$ cat src/design/usbsie_regs.vh
// Purpose: Constants for the USB engine control block
// Assumes: Avalon-MM slave, 32-bit data, byte addresses
// Notes: Control and configuration registers are one word each
// How it works
// - Control register shows a flag when both data lines sit at SE0.
// - Setting enable starts the engine and clears all pointer indicators.
// - Enable turns on pull-ups when pull-up enable and configured are set, acting as soft attach and detach.
// - Pointer reset in ping-pong modes forces all pointers to even buffer.
// - Pointer reset ignored without ping-pong; never self-cleared by hardware.
// - SETUP token sets packet hold flag, stopping all packet traffic.
// - Packet hold flag ignores writes of one; writing zero resumes traffic.
// - Pending events stay available while packets are held.
// - Resume bit drives remote-wake signalling; firmware holds it 10 ms.
// - Suspend bit lowers power and gates the engine clock off.
// - In suspend device stays attached, transceiver outputs idle unless resume bit is set.
// - Configuration holds eye pattern bit starting test pattern output.
// - Transceiver on with enable; full speed when select bit is one.
// - Pull-ups on only with pull-up enable, module enable, configured.
// - Buffer scheme field selects the ping-pong arrangement.
// - Eye test repeats J-K forever, starting with K at full speed.
`ifndef USBSIE_REGS_VH
`define USBSIE_REGS_VH
`define USBSIE_CTRL_ADDR 4'h0
`define USBSIE_CFG_ADDR 4'h4
`define USBSIE_STAT_ADDR 4'h8
`define USBSIE_CTRL_PPRST 1
`define USBSIE_CTRL_SE0 5
`define USBSIE_CTRL_PKTHOLD 4
`define USBSIE_CTRL_ENABLE 3
`define USBSIE_CTRL_RESUME 2
`define USBSIE_CTRL_SUSPEND 0
`define USBSIE_CTRL_RESET 8'h00
`define USBSIE_CFG_EYE 7
`define USBSIE_CFG_PULLUP 4
`define USBSIE_CFG_FS 2
`define USBSIE_CFG_SCHEME_LO 0
`define USBSIE_CFG_SCHEME_HI 1
`define USBSIE_CFG_RESET 8'h00
`define USBSIE_SCHEME_NONE 2'h0
`define USBSIE_NUM_BD 16
`endif

$ cat src/design/usbsie_ctrl.v
// Purpose: Control and configuration logic of a USB device engine
// Assumes: Single 10 MHz clock, async active-low reset, Avalon-MM slave
// Notes: Serial engine, status FIFO and descriptor RAM live elsewhere
`timescale 1ns/1ps
`include "usbsie_regs.vh"
module usbsie_ctrl (
  input wire clock_in, // System clock
  input wire rst_b_in, // Async reset, active low
  input wire [3:0] avs_address_in, // Byte address
  input wire avs_read_in, // Read request
  input wire avs_write_in, // Write request
  input wire [31:0] avs_writedata_in, // Write data
  input wire [3:0] avs_byteenable_in, // Byte enables
  output reg [31:0] avs_readdata_out, // Read data
  output wire avs_waitrequest_out, // Wait request
  input wire dp_in, // Sampled D+ line
  input wire dm_in, // Sampled D- line
  input wire setup_token_in, // Pulse: SETUP token decoded
  input wire configured_in, // Module configured for use
  output reg xcvr_en_out, // Transceiver enable
  output reg xcvr_fs_out, // Full speed select
  output reg pullup_out, // Internal pull-up on
  output reg sie_clk_en_out, // Engine clock gate
  output reg low_power_out, // Low-power mode
  output reg packet_enable_out, // Packet traffic allowed
  output reg resume_drive_out, // Drive resume K state
  output reg eye_active_out, // Eye test running
  output reg tx_dp_out, // Transmit D+ level
  output reg tx_dm_out, // Transmit D- level
  output reg tx_oe_out, // Transmit output enable
  output reg [1:0] buffer_scheme_out, // Ping-pong arrangement
  output reg [15:0] pointer_indicator_out // Per-descriptor odd pointer
);
  reg [7:0] ctrl;
  reg [7:0] cfg;
  reg se0_flag;
  reg ack;
  reg eye_phase;
  wire wr_ctrl;
  wire wr_cfg;
  wire enable;
  wire suspend;
  wire pp_reset;
  wire enable_rise;
  wire [7:0] ctrl_read;

  // One wait state per access gives a registered answer
  assign avs_waitrequest_out = (avs_read_in | avs_write_in) & ~ack;
  assign wr_ctrl = avs_write_in & ack & avs_byteenable_in[0] &
    (avs_address_in == `USBSIE_CTRL_ADDR);
  assign wr_cfg = avs_write_in & ack & avs_byteenable_in[0] &
    (avs_address_in == `USBSIE_CFG_ADDR);
  assign enable = ctrl[`USBSIE_CTRL_ENABLE];
  assign suspend = ctrl[`USBSIE_CTRL_SUSPEND];
  assign pp_reset = ctrl[`USBSIE_CTRL_PPRST];
  assign enable_rise = wr_ctrl & avs_writedata_in[`USBSIE_CTRL_ENABLE] &
    ~enable;
  assign ctrl_read = {2'h0, se0_flag, ctrl[4:0]};

  always @(posedge clock_in or negedge rst_b_in) begin
    if (!rst_b_in) begin
      ack <= 1'b0;
    end else begin
      ack <= (avs_read_in | avs_write_in) & ~ack;
    end
  end

  always @(posedge clock_in or negedge rst_b_in) begin
    if (!rst_b_in) begin
      avs_readdata_out <= 32'h00000000;
    end else if (avs_read_in & ~ack) begin
      case (avs_address_in)
        `USBSIE_CTRL_ADDR: avs_readdata_out <= {24'h000000, ctrl_read};
        `USBSIE_CFG_ADDR: avs_readdata_out <= {24'h000000, cfg};
        `USBSIE_STAT_ADDR: avs_readdata_out <= {16'h0000,
          pointer_indicator_out};
        default: avs_readdata_out <= 32'h00000000;
      endcase
    end
  end

  always @(posedge clock_in or negedge rst_b_in) begin
    if (!rst_b_in) begin
      se0_flag <= 1'b0;
    end else begin
      se0_flag <= ~dp_in & ~dm_in;
    end
  end

  always @(posedge clock_in or negedge rst_b_in) begin
    if (!rst_b_in) begin
      ctrl <= `USBSIE_CTRL_RESET;
    end else begin
      if (wr_ctrl) begin
        ctrl[`USBSIE_CTRL_ENABLE] <= avs_writedata_in[`USBSIE_CTRL_ENABLE];
        ctrl[`USBSIE_CTRL_RESUME] <= avs_writedata_in[`USBSIE_CTRL_RESUME];
        ctrl[`USBSIE_CTRL_SUSPEND] <= avs_writedata_in[`USBSIE_CTRL_SUSPEND];
        // Hardware never clears it; only firmware does
        ctrl[`USBSIE_CTRL_PPRST] <= avs_writedata_in[`USBSIE_CTRL_PPRST];
      end
      // Set wins over a clearing write in the same cycle
      if (setup_token_in & enable) begin
        ctrl[`USBSIE_CTRL_PKTHOLD] <= 1'b1;
      end else if (wr_ctrl & ~avs_writedata_in[`USBSIE_CTRL_PKTHOLD]) begin
        ctrl[`USBSIE_CTRL_PKTHOLD] <= 1'b0;
      end
    end
  end

  always @(posedge clock_in or negedge rst_b_in) begin
    if (!rst_b_in) begin
      cfg <= `USBSIE_CFG_RESET;
    end else if (wr_cfg) begin
      cfg <= avs_writedata_in[7:0] & 8'h97;
    end
  end

  genvar i;
  generate
    for (i = 0; i < `USBSIE_NUM_BD; i = i + 1) begin : g_ptr
      always @(posedge clock_in or negedge rst_b_in) begin
        if (!rst_b_in) begin
          pointer_indicator_out[i] <= 1'b0;
        end else if (enable_rise) begin
          pointer_indicator_out[i] <= 1'b0;
        end else if (pp_reset & (buffer_scheme_out != `USBSIE_SCHEME_NONE)) begin
          pointer_indicator_out[i] <= 1'b0;
        end
      end
    end
  endgenerate

  // Eye phase starts at K; K is D- high at full speed
  always @(posedge clock_in or negedge rst_b_in) begin
    if (!rst_b_in) begin
      eye_phase <= 1'b0;
    end else if (enable & cfg[`USBSIE_CFG_EYE] & ~suspend) begin
      eye_phase <= ~eye_phase;
    end else begin
      eye_phase <= 1'b0;
    end
  end

  always @(posedge clock_in or negedge rst_b_in) begin
    if (!rst_b_in) begin
      xcvr_en_out <= 1'b0;
      xcvr_fs_out <= 1'b0;
      pullup_out <= 1'b0;
      sie_clk_en_out <= 1'b0;
      low_power_out <= 1'b0;
      packet_enable_out <= 1'b0;
      resume_drive_out <= 1'b0;
      eye_active_out <= 1'b0;
      tx_dp_out <= 1'b0;
      tx_dm_out <= 1'b0;
      tx_oe_out <= 1'b0;
      buffer_scheme_out <= 2'h0;
    end else begin
      xcvr_en_out <= enable;
      xcvr_fs_out <= cfg[`USBSIE_CFG_FS];
      // Pull-up stays during suspend so the device remains attached
      pullup_out <= enable & cfg[`USBSIE_CFG_PULLUP] & configured_in;
      sie_clk_en_out <= enable & ~suspend;
      low_power_out <= suspend;
      // Held packets leave status FIFO entries untouched
      packet_enable_out <= enable & ~ctrl[`USBSIE_CTRL_PKTHOLD] &
        ~suspend;
      buffer_scheme_out <= cfg[`USBSIE_CFG_SCHEME_HI:`USBSIE_CFG_SCHEME_LO];
      resume_drive_out <= enable & ctrl[`USBSIE_CTRL_RESUME];
      eye_active_out <= enable & cfg[`USBSIE_CFG_EYE] & ~suspend;
      if (!enable | (suspend & ~ctrl[`USBSIE_CTRL_RESUME])) begin
        tx_oe_out <= 1'b0;
        tx_dp_out <= 1'b0;
        tx_dm_out <= 1'b0;
      end else if (ctrl[`USBSIE_CTRL_RESUME]) begin
        // K state: opposite of idle J for the selected speed
        tx_oe_out <= 1'b1;
        tx_dp_out <= ~cfg[`USBSIE_CFG_FS];
        tx_dm_out <= cfg[`USBSIE_CFG_FS];
      end else if (cfg[`USBSIE_CFG_EYE]) begin
        tx_oe_out <= 1'b1;
        tx_dp_out <= cfg[`USBSIE_CFG_FS] ? eye_phase : ~eye_phase;
        tx_dm_out <= cfg[`USBSIE_CFG_FS] ? ~eye_phase : eye_phase;
      end else begin
        tx_oe_out <= 1'b0;
        tx_dp_out <= 1'b0;
        tx_dm_out <= 1'b0;
      end
    end
  end
endmodule

$ cat config.mk
export PLATFORM = sky130hd
export DESIGN_NAME = usbsie_ctrl
export DESIGN_NICKNAME = d
export VERILOG_FILES = /design/src/design/usbsie_ctrl.v
export VERILOG_INCLUDE_DIRS = /design/src /design/src/design
export SDC_FILE = /design/constraint.sdc
export NUM_CORES = 1
export LEC_CHECK = 0
export BUFFER_PORTS_ARGS = -buffer_cell sky130_fd_sc_hd__buf_2
export CORE_MARGIN = 5
export CORE_UTILIZATION = 25
export CTS_CLUSTER_DIAMETER = 150
export DETAILED_ROUTE_END_ITERATION = 10
export GPL_TIMING_DRIVEN = 1
export HOLD_SLACK_MARGIN = 0.15
export PLACE_DENSITY_LB_ADDON = 0.25
export SLEW_MARGIN = 25
export SYNTH_ARGS = -nofsm -noshare
export SYNTH_HDL_FRONTEND = slang
export SYNTH_SLANG_ARGS = --single-unit
$ cat constraint.sdc
create_clock -name clock_in -period 1.9 [get_ports clock_in]
set_clock_uncertainty 0.1 [all_clocks]
set_input_delay 0.38 -clock clock_in [delete_from_list [all_inputs] [get_ports clock_in]]
set_output_delay 0.38 -clock clock_in [all_outputs]
set_load 0.03 [all_outputs]
==> results of run 1 <==
[layout make-up]
type,count,share of cell area [%]
clock buffers,7,4.67
inverters,4,0.812
multi-input cells,97,29.8
flip-flops and latches,33,44.7
well taps,75,5.07
repair buffers,49,15.0
[what timing repair did]
action | 4_1_cts | 5_1_grt
hold buffers | 3 | 0
endpoints found under the hold margin | 34 | 0
gates resized for setup | 0 | 0
[cell usage in the layout, fill, tap and decap left out, drive strengths merged]
cell type	instances
o21ai	5
inv	4
buf	46
a22oi	1
dlygate4sd3	3
nand2	10
dfrtp	33
or3	1
or2	1
nor2	5
nor2b	2
and2	2
nand3	2
conb	41
nand2b	1
mux2i	5
mux2	9
nand3b	2
o31ai	5
nor3	2
and3	1
clkbuf	7
a21oi	1
nor4	1
[sequential cells by signal (all words and copies together) (netlist names)]
signal             cells
tx_oe_out              1
ctrl                   5
eye_phase              1
eye_active_out         1
packet_enable_out      1
cfg                    5
se0_flag               1
avs_readdata_out       7
tx_dp_out              1
xcvr_fs_out            1
buffer_scheme_out      2
sie_clk_en_out         1
tx_dm_out              1
ack                    1
pullup_out             1
low_power_out          1
xcvr_en_out            1
resume_drive_out       1
[metal layers]
metal	vias up	routed length (um)
li1	470	-
met1	445	1190
met2	54	1390
met3	5	377
met4	0	70
met5	-	0
[cell usage after synthesis, drive strengths merged (2+ instances only)]
| library cell | count | share of area [%] |
|---|---|---|
| o21ai | 5 | 1.6 |
| nand3b | 2 | 0.96 |
| and2 | 2 | 0.80 |
| o31ai | 5 | 2.4 |
| inv | 4 | 0.96 |
| mux2i | 5 | 3.2 |
| buf | 42 | 20 |
| nor2b | 2 | 0.80 |
| clkbuf | 3 | 0.72 |
| nand2 | 10 | 2.4 |
| mux2 | 9 | 6.5 |
| nor2 | 5 | 1.2 |
| dfrtp | 33 | 53 |
| nor3 | 2 | 2.1 |
| nand3 | 2 | 0.64 |
[where the power goes]
group          switching [W]  leakage, nW  internal (W)  total [W]
combinational       0.000237        0.545     0.0000836   0.000321
sequential         0.0000428        0.443      0.000760   0.000803
clock               0.000235       0.0443      0.000287   0.000522
total               0.000515         1.03       0.00113    0.00165
[cell families after synthesis]
group,Yosys count,synth area share [%]
AO/OA/AOI/OAI,12,4.80
buffers and inverters,49,21.7
multiplexers,14,9.67
AND/OR/NAND/NOR,30,10.9
flip-flops,33,52.8
other,1,0.240
[worst max-delay path, delay by kind of cell]
kind | cells | cell delay (ns)
simple gates | 2 | 0.72
mux | 1 | 0.32
buf+inv | 2 | 0.26
[per-stage QoR]
stage | TNS, ns | std cells | power (W) | setup slack [ns]
2_1_floorplan | 0 | 179 | 0.00111 | 0.174
3_3_place_gp | -0.0266 | 255 | 0.00114 | -0.00936
3_5_place_dp | -0.0437 | 255 | 0.00114 | -0.0179
4_1_cts | 0 | 265 | 0.00168 | 0.282
5_1_grt | 0 | 265 | 0.00175 | 0.244
6_report | 0 | 265 | 0.00165 | 0.281
[path summary, 6_finish.rpt]
| path | from | to | cells after the start |
|---|---|---|---|
| worst max-delay path | avs_address_in[3] | cfg[1] | 5 |
| worst min-delay path | avs_writedata_in[3] | ctrl[3] | 2 |
| worst max register to register | ack | cfg[1] | 4 |
| worst min register to register | cfg[1] | buffer_scheme_out[1] | 0 |
| max in group asynchronous | rst_b_in | buffer_scheme_out[0] | 3 |
| min in group asynchronous | rst_b_in | se0_flag | 3 |
==> flow_metrics.env, run 1 <==
export IMPL_post_route_period_util_pct=85.2
export IMPL_power_leakage_nw=1.03
export IMPL_setup_viol=0
export IMPL_dr_total_vias=974
export IMPL_use_met3_pct=4.06
export IMPL_design_area_um2=1850
export IMPL_grt_overflow=0
export IMPL_holdWs_ns=0.237
export IMPL_synthCells=139
export IMPL_routedWlPerCell_um=11.4
export IMPL_rsz0062_at_grt="no"
export IMPL_fp_dieH_um=89.1
export IMPL_io_pins=110
export IMPL_grt_first_pass_wirelength_um=4400
export IMPL_grtUsageTotal_pct=7.80
export IMPL_grt_pass1_vias=911
export IMPL_synth_edff_count=0
export IMPL_cts_buffer_depth=2
export IMPL_via_per_inst=3.68
export IMPL_start_util_pct=26.1
export IMPL_async_flop_share_pct=100
export IMPL_wl_um=3030
export IMPL_drt_iter0_drc=33
export IMPL_postCtsSetupBuffers=0
export IMPL_cts_sinks=33
export IMPL_dpl_cell_area_um2=1730
export IMPL_first_pass_iters=4
export IMPL_vdd_ir_drop_max_uv=432
export IMPL_r2r_slack_ns=0.47
export IMPL_multiInputGateArea_um2=551
export IMPL_max_cap_violations=0
export IMPL_ys_ff_latch=33
export IMPL_insertion_delay_ns=0.28
export IMPL_htreeDepth=2
export IMPL_drive_gt1_share_pct=33.7
export IMPL_core_area_um2=5990
export IMPL_critPathMaxStageDelay_ns=0.49
export IMPL_cts_tree="built"
export IMPL_critPathMaxFanout=3
export IMPL_use_met1_pct=9.13
export IMPL_n_antenna_cell=0
export IMPL_p_per_area_nw_per_um2=890
export IMPL_cts_buffers=5
export IMPL_clk_pin_slew_worst_paths_ns=0.06
export IMPL_crit_type="in2reg"
export IMPL_syn_avg_cell_area_um2=11.3
export IMPL_critPathCaptureType="flop"
export IMPL_regArea_um2=826
export IMPL_gp_congestion=0.653
export IMPL_grt_start_max_net_pins=34
export IMPL_synth_distinct_cells=24
export IMPL_yosysSeqAreaShare_pct=52.8
export IMPL_finalWorstPathRequiredPeriod_ns=1.62
export IMPL_row_count=28
export IMPL_cts_root_buf="clkbuf_8"
export IMPL_crit_chain="buf_2, or3_1, nor3_4, buf_4, mux2_2"
export IMPL_final_nets=238
export IMPL_fillCellCount=631
export IMPL_fmax_mhz=618
export IMPL_portBuffers=39
export IMPL_yosys_warnings=0
export IMPL_critPathArrivalTime_ns=1.68
export IMPL_area_delta_synth_final_pct=18.1
export IMPL_grt_use_met2_pct=11.4
export IMPL_die_area_um2=7940
export IMPL_start_kind="primary input"
export IMPL_critPathRequiredTime_ns=1.96
export IMPL_status="completed"
export IMPL_dpl_hpwl_um=2310
export IMPL_drv_slew=0
export IMPL_die_w_um=89.1
export IMPL_syn_cell_area_um2=1570
export IMPL_synth_ff_type="dfrtp_1"
export IMPL_hold_viol=0
export IMPL_ant_nets=0
export IMPL_crit_slowest_cell="or3_1"
export IMPL_antenna_found_initial=0
export IMPL_busiest_layer="met2"
export IMPL_post_route_drc_count=0
export IMPL_utilization_pct=30.9
export IMPL_hold_path_class="in2reg"
No activity file was read; power rests on OpenSTA's default activity.
==> inputs of run 2 (changes only) <==
--- a/config.mk
+++ b/config.mk
@@ -9,11 +9,14 @@
 export BUFFER_PORTS_ARGS = -buffer_cell sky130_fd_sc_hd__buf_2
 export CORE_MARGIN = 5
 export CORE_UTILIZATION = 25
+export CTS_BUF_LIST = sky130_fd_sc_hd__clkbuf_8 sky130_fd_sc_hd__clkbuf_16
 export CTS_CLUSTER_DIAMETER = 150
 export DETAILED_ROUTE_END_ITERATION = 10
 export GPL_TIMING_DRIVEN = 1
 export HOLD_SLACK_MARGIN = 0.15
 export PLACE_DENSITY_LB_ADDON = 0.25
+export SETUP_SLACK_MARGIN = 0.3
+export SKIP_CTS_REPAIR_TIMING = 1
 export SLEW_MARGIN = 25
 export SYNTH_ARGS = -nofsm -noshare
 export SYNTH_HDL_FRONTEND = slang
==> flow_metrics.env, run 2 (synthesized netlist as in run 1, its figures left out) <==
export IMPL_status="completed"
export IMPL_max_cap_violations=0
export IMPL_power_frac_comb_pct=20.3
export IMPL_io_pins=110
export IMPL_grt_overflow=0
export IMPL_p_int_w=0.00109
export IMPL_clkPwrFrac_pct=29.9
export IMPL_cts_sinks=33
export IMPL_cts_buffers=5
export IMPL_hold_viol=0
export IMPL_wl_um=3090
export IMPL_largest_register_ff_count=7
export IMPL_critical_path_startpoint="avs_address_in[3]"
export IMPL_tightest_slew_ns=0.736
export IMPL_crit_type="in2reg"
export IMPL_p_per_area_nw_per_um2=873
export IMPL_antenna_found_initial=2
export IMPL_power_switching_w=0.000526
export IMPL_n_antenna_cell=0
export IMPL_vdd_ir_drop_max_uv=267
export IMPL_power_leakage_nw=1.04
export IMPL_post_route_period_util_pct=80.5
export IMPL_dpl_hpwl_um=2310
export IMPL_final_cell_mix="41 x conb_1, 39 x buf_2, 33 x dfrtp_1"
export IMPL_clk_pin_slew_worst_paths_ns=0.06
export IMPL_start_util_pct=26.1
export IMPL_drv_slew=0
export IMPL_grt_start_max_net_pins=34
export IMPL_worstHoldStart="avs_writedata_in[3]"
export IMPL_relSlewSlack_pct=51.0
export IMPL_critPathRequiredTime_ns=1.97
export IMPL_cts_buffer_depth=2
export IMPL_area_delta_synth_final_pct=18.5
export IMPL_fp_dieH_um=89.1
export IMPL_hold_path_class="in2reg"
export IMPL_dr_total_vias=1011
export IMPL_design_area_um2=1860
export IMPL_via_per_inst=3.82
export IMPL_critPathMaxFanout=4
export IMPL_grt_pass1_vias=958
export IMPL_final_common_cell="conb_1"
export IMPL_reg2reg_from="ack"
export IMPL_final_nets=237
export IMPL_dpl_cell_area_um2=1740
export IMPL_p_seq_share_pct=49.7
export IMPL_gp_congestion=0.678
export IMPL_row_count=28
export IMPL_drive_gt1_share_pct=33.2
export IMPL_die_w_um=89.1
export IMPL_ant_nets=0
export IMPL_start_kind="primary input"
export IMPL_core_area_um2=5990
export IMPL_critPathCaptureType="flop"
export IMPL_setup_viol=0
export IMPL_rsz0062_at_grt="no"
export IMPL_reg_largest_list="avs_readdata_out (7), cfg (5), ctrl (5)"
export IMPL_grt_first_pass_wirelength_um=4570
export IMPL_routedWlPerCell_um=11.6
export IMPL_finalWorstPathRequiredPeriod_ns=1.53
export IMPL_cts_root_buf="clkbuf_8"
export IMPL_die_area_um2=7940
export IMPL_post_route_drc_count=0
export IMPL_htreeDepth=2
export IMPL_first_pass_iters=4
export IMPL_p_sw_share_pct=32.5
export IMPL_portBuffers=39
export IMPL_finalWorstSetupSlack_ns=0.371
export IMPL_fmax_mhz=654
export IMPL_grtUsageTotal_pct=7.78
export IMPL_drt_iter0_drc=47
export IMPL_largest_register="avs_readdata_out"
export IMPL_critPathArrivalTime_ns=1.60
export IMPL_pre_cts_ws_ns=-0.0137
export IMPL_insertion_delay_ns=0.28
export IMPL_cts_tree="built"
run 2: cell types whose count changed in the layout (fill, tap and decap cells not counted), sizes merged:
cell	before	now
buf	46	45
inv	4	7
clkbuf	7	5
run 2: worst paths after layout:
kind,end,slack [ns],cells after the start
max,cfg[2],0.37,5
min,ctrl[3],0.24,2
max reg2reg,ctrl[1],0.45,4
min reg2reg,buffer_scheme_out[1],0.32,0
max in group asynchronous,tx_oe_out,0.63,2
min in group asynchronous,avs_readdata_out[5],0.59,2
run 2: layout make-up:
class / instances / area, um2
repair buffers: 48 / 270
fillers: 625 / 4140
flip-flops and latches: 33 / 826
clock buffers: 5 / 68.8
multi-input cells: 97 / 571
clock inverters: 3 / 11.3
well taps: 75 / 93.8
inverters: 4 / 15.0
run 2: through the flow:
stage / utilization [%] / power (W) / hold WS, ns / setup TNS, ns / std cells
final: 31.0 / 0.00162 / 0.237 / 0 / 265
after floorplan: - / 0.00112 / -0.0156 / 0 / 179
after global placement: 29.1 / 0.00114 / 0.303 / -0.0436 / 254
after CTS: 30.4 / 0.00163 / 0.0777 / 0 / 262
after global routing: 31.0 / 0.00170 / 0.227 / 0 / 265
after detailed placement: 29.1 / 0.00114 / 0.309 / -0.0189 / 254
run 2: per-layer routing:
layer  track usage (%)  wire length (um)  vias up
li1                  -                 -      473
met1              8.41              1190      470
met2              11.7              1360       55
met3              4.15               442        9
met4              5.28                76        4
met5                 0                14        -
run 2: power groups by stage:
stage | clock (W) | combinational [W] | sequential, W
floorplan | 0 | 0.000261 | 0.000858
global placement | 0 | 0.000324 | 0.000817
detailed placement | 0 | 0.000325 | 0.000820
CTS | 0.000499 | 0.000325 | 0.000807
global route | 0.000533 | 0.000356 | 0.000815
finish | 0.000485 | 0.000329 | 0.000805
run 2: critical path, cell delays in order:
cell,delay (ns)
buf_2,0.10
or3_4,0.43
nor3_4,0.19
buf_4,0.16
mux2_2,0.33
==> inputs of run 3 (changes only) <==
==> constraint.sdc (replaced) <==
create_clock -name clock_in -period 1.2 [get_ports clock_in]
set_clock_uncertainty 0.1 [all_clocks]
set_input_delay 0.24 -clock clock_in [delete_from_list [all_inputs] [get_ports clock_in]]
set_output_delay 0.24 -clock clock_in [all_outputs]
set_load 0.03 [all_outputs]
==> flow_metrics.env, run 3 (synthesized netlist as in run 1, its figures left out) <==
export IMPL_drt_iter0_drc=36
export IMPL_placed_cells=264
export IMPL_crit_slowest_cell="dfrtp_1"
export IMPL_dpl_hpwl_um=2400
export IMPL_cts_buffers=5
export IMPL_dpl_cell_area_um2=1850
export IMPL_fin_cells=286
export IMPL_vdd_ir_drop_max_uv=631
export IMPL_gp_congestion=0.688
export IMPL_insertion_delay_ns=0.29
export IMPL_crit_top_cell="buf_6"
export IMPL_htreeDepth=2
export IMPL_tns_ns=-1.76
export IMPL_design_area_um2=2350
export IMPL_finalWorstPathRequiredPeriod_ns=1.37
export IMPL_hold_path_class="in2reg"
export IMPL_routedWlPerCell_um=12.1
export IMPL_routed_top_layer="met5"
export IMPL_fp_dieH_um=89.1
export IMPL_finalWorstSetupSlack_ns=-0.172
export IMPL_power_switching_w=0.000912
export IMPL_rsz0062_at_grt="yes"
export IMPL_first_pass_iters=3
export IMPL_critPathMaxFanout=2
export IMPL_final_common_cell="conb_1"
export IMPL_drive_gt1_share_pct=49.8
export IMPL_crit_chain="buf_6, nor2_4, buf_6"
export IMPL_wl_met1_um=1240
export IMPL_antenna_found_initial=1
export IMPL_cts_buffer_depth=2
export IMPL_core_area_um2=5990
export IMPL_hold_viol=0
export IMPL_cts_sinks=33
export IMPL_post_route_period_util_pct=114
export IMPL_pre_cts_ws_ns=-0.585
export IMPL_n_antenna_cell=0
export IMPL_critPathMaxStageDelay_ns=0.40
export IMPL_violations="negative setup slack"
export IMPL_p_per_area_nw_per_um2=1230
export IMPL_cts_tree="built"
export IMPL_post_route_drc_count=0
export IMPL_final_cell_mix="41 x conb_1, 31 x buf_6, 30 x dfrtp_1"
export IMPL_grt_start_max_net_pins=34
export IMPL_clkPwrFrac_pct=28.9
export IMPL_met2WireLength_um=1660
export IMPL_final_nets=259
export IMPL_p_sw_share_pct=31.6
export IMPL_max_cap_violations=0
export IMPL_power_leakage_nw=1.20
export IMPL_clk_pin_slew_worst_paths_ns=0.06
export IMPL_ant_nets=0
export IMPL_die_w_um=89.1
export IMPL_critPathCaptureType="output port"
export IMPL_start_util_pct=26.1
export IMPL_grt_overflow=0
export IMPL_r2r_slack_ns=-0.15
export IMPL_fillCellCount=577
export IMPL_met3WireLength_um=456
export IMPL_row_count=28
export IMPL_grt_first_pass_wirelength_um=4730
export IMPL_fmax_mhz=729
export IMPL_critPathRequiredTime_ns=0.86
export IMPL_grtUsageTotal_pct=8.20
export IMPL_wl_um=3470
export IMPL_p_seq_share_pct=44.8
export IMPL_crit_type="reg2out"
export IMPL_critPathArrivalTime_ns=1.03
export IMPL_power_frac_comb_pct=26.3
export IMPL_reg_largest_list="avs_readdata_out (7), cfg (5), ctrl (5)"
export IMPL_cts_root_buf="clkbuf_8"
export IMPL_p_int_w=0.00197
export IMPL_portBuffers=39
export IMPL_die_area_um2=7940
export IMPL_largest_register="avs_readdata_out"
export IMPL_dr_total_vias=1090
export IMPL_area_delta_synth_final_pct=50.1
export IMPL_setup_viol=15
export IMPL_largest_register_ff_count=7
export IMPL_start_kind="flop"
export IMPL_status="finished, violations left"
export IMPL_drv_slew=0
export IMPL_io_pins=110
export IMPL_via_per_inst=3.81
export IMPL_utilization_pct=39.2
export IMPL_grt_pass1_vias=1016
==> run 3: changes by cell type in the layout (fill, tap and decap cells not counted), moves of 5 or more <==
cell     delta
mux2_4      +5
buf_2      -23
buf_4      +12
buf_6      +31
o31ai_1     -5
mux2_2      -5
==> run 3: stage by stage <==
stage / power (W) / hold slack, ns
floorplan: 0.00180 / -0.156
global placement: 0.00187 / 0.112
detailed placement: 0.00188 / 0.112
CTS: 0.00272 / -0.199
global route: 0.00300 / 0.0882
finish: 0.00288 / 0.0892
==> run 3: area by class of cell <==
cell class / count / area, um2 / share of cell area, %
Multi-Input combinational cell: 97 / 691 / 29.4
Clock inverter: 1 / 3.75 / 0.160
Inverter: 4 / 15.0 / 0.639
Sequential cell: 33 / 830 / 35.3
Tap cell: 75 / 93.8 / 3.99
Timing Repair Buffer: 70 / 634 / 27.0
Clock buffer: 6 / 82.6 / 3.51
==> run 3: worst paths after layout <==
kind / cells after the start / endpoint / startpoint
worst max-delay path: 3 / avs_waitrequest_out / ack
max in group asynchronous: 3 / ctrl[2] / rst_b_in
worst min-delay path: 2 / ctrl[3] / avs_writedata_in[3]
worst max register to register: 4 / cfg[2] / ack
worst min register to register: 0 / buffer_scheme_out[0] / cfg[0]
min in group asynchronous: 3 / se0_flag / rst_b_in
==> run 3: worst max-delay path: cells and delay by family (launching register included) <==
| kind | cells | cell delay, ns |
|---|---|---|
| and+or+nand+nor | 1 | 0.08 |
| buffers and inverters | 2 | 0.26 |
| DFF | 1 | 0.40 |
==> run 3: metal layers <==
layer	global-route usage [%]	vias to the layer above
li1	-	517
met1	9.20	509
met2	12.1	52
met3	3.50	10
met4	6.50	2
met5	0	-
==> run 3: power by group through the flow <==
stage	Combinational [W]	Sequential (W)	Clock, W
5_1_grt	0.000808	0.00131	0.000890
6_report	0.000758	0.00129	0.000835
4_1_cts	0.000581	0.00128	0.000861
3_5_place_dp	0.000580	0.00130	0
2_1_floorplan	0.000434	0.00136	0
3_3_place_gp	0.000579	0.00129	0
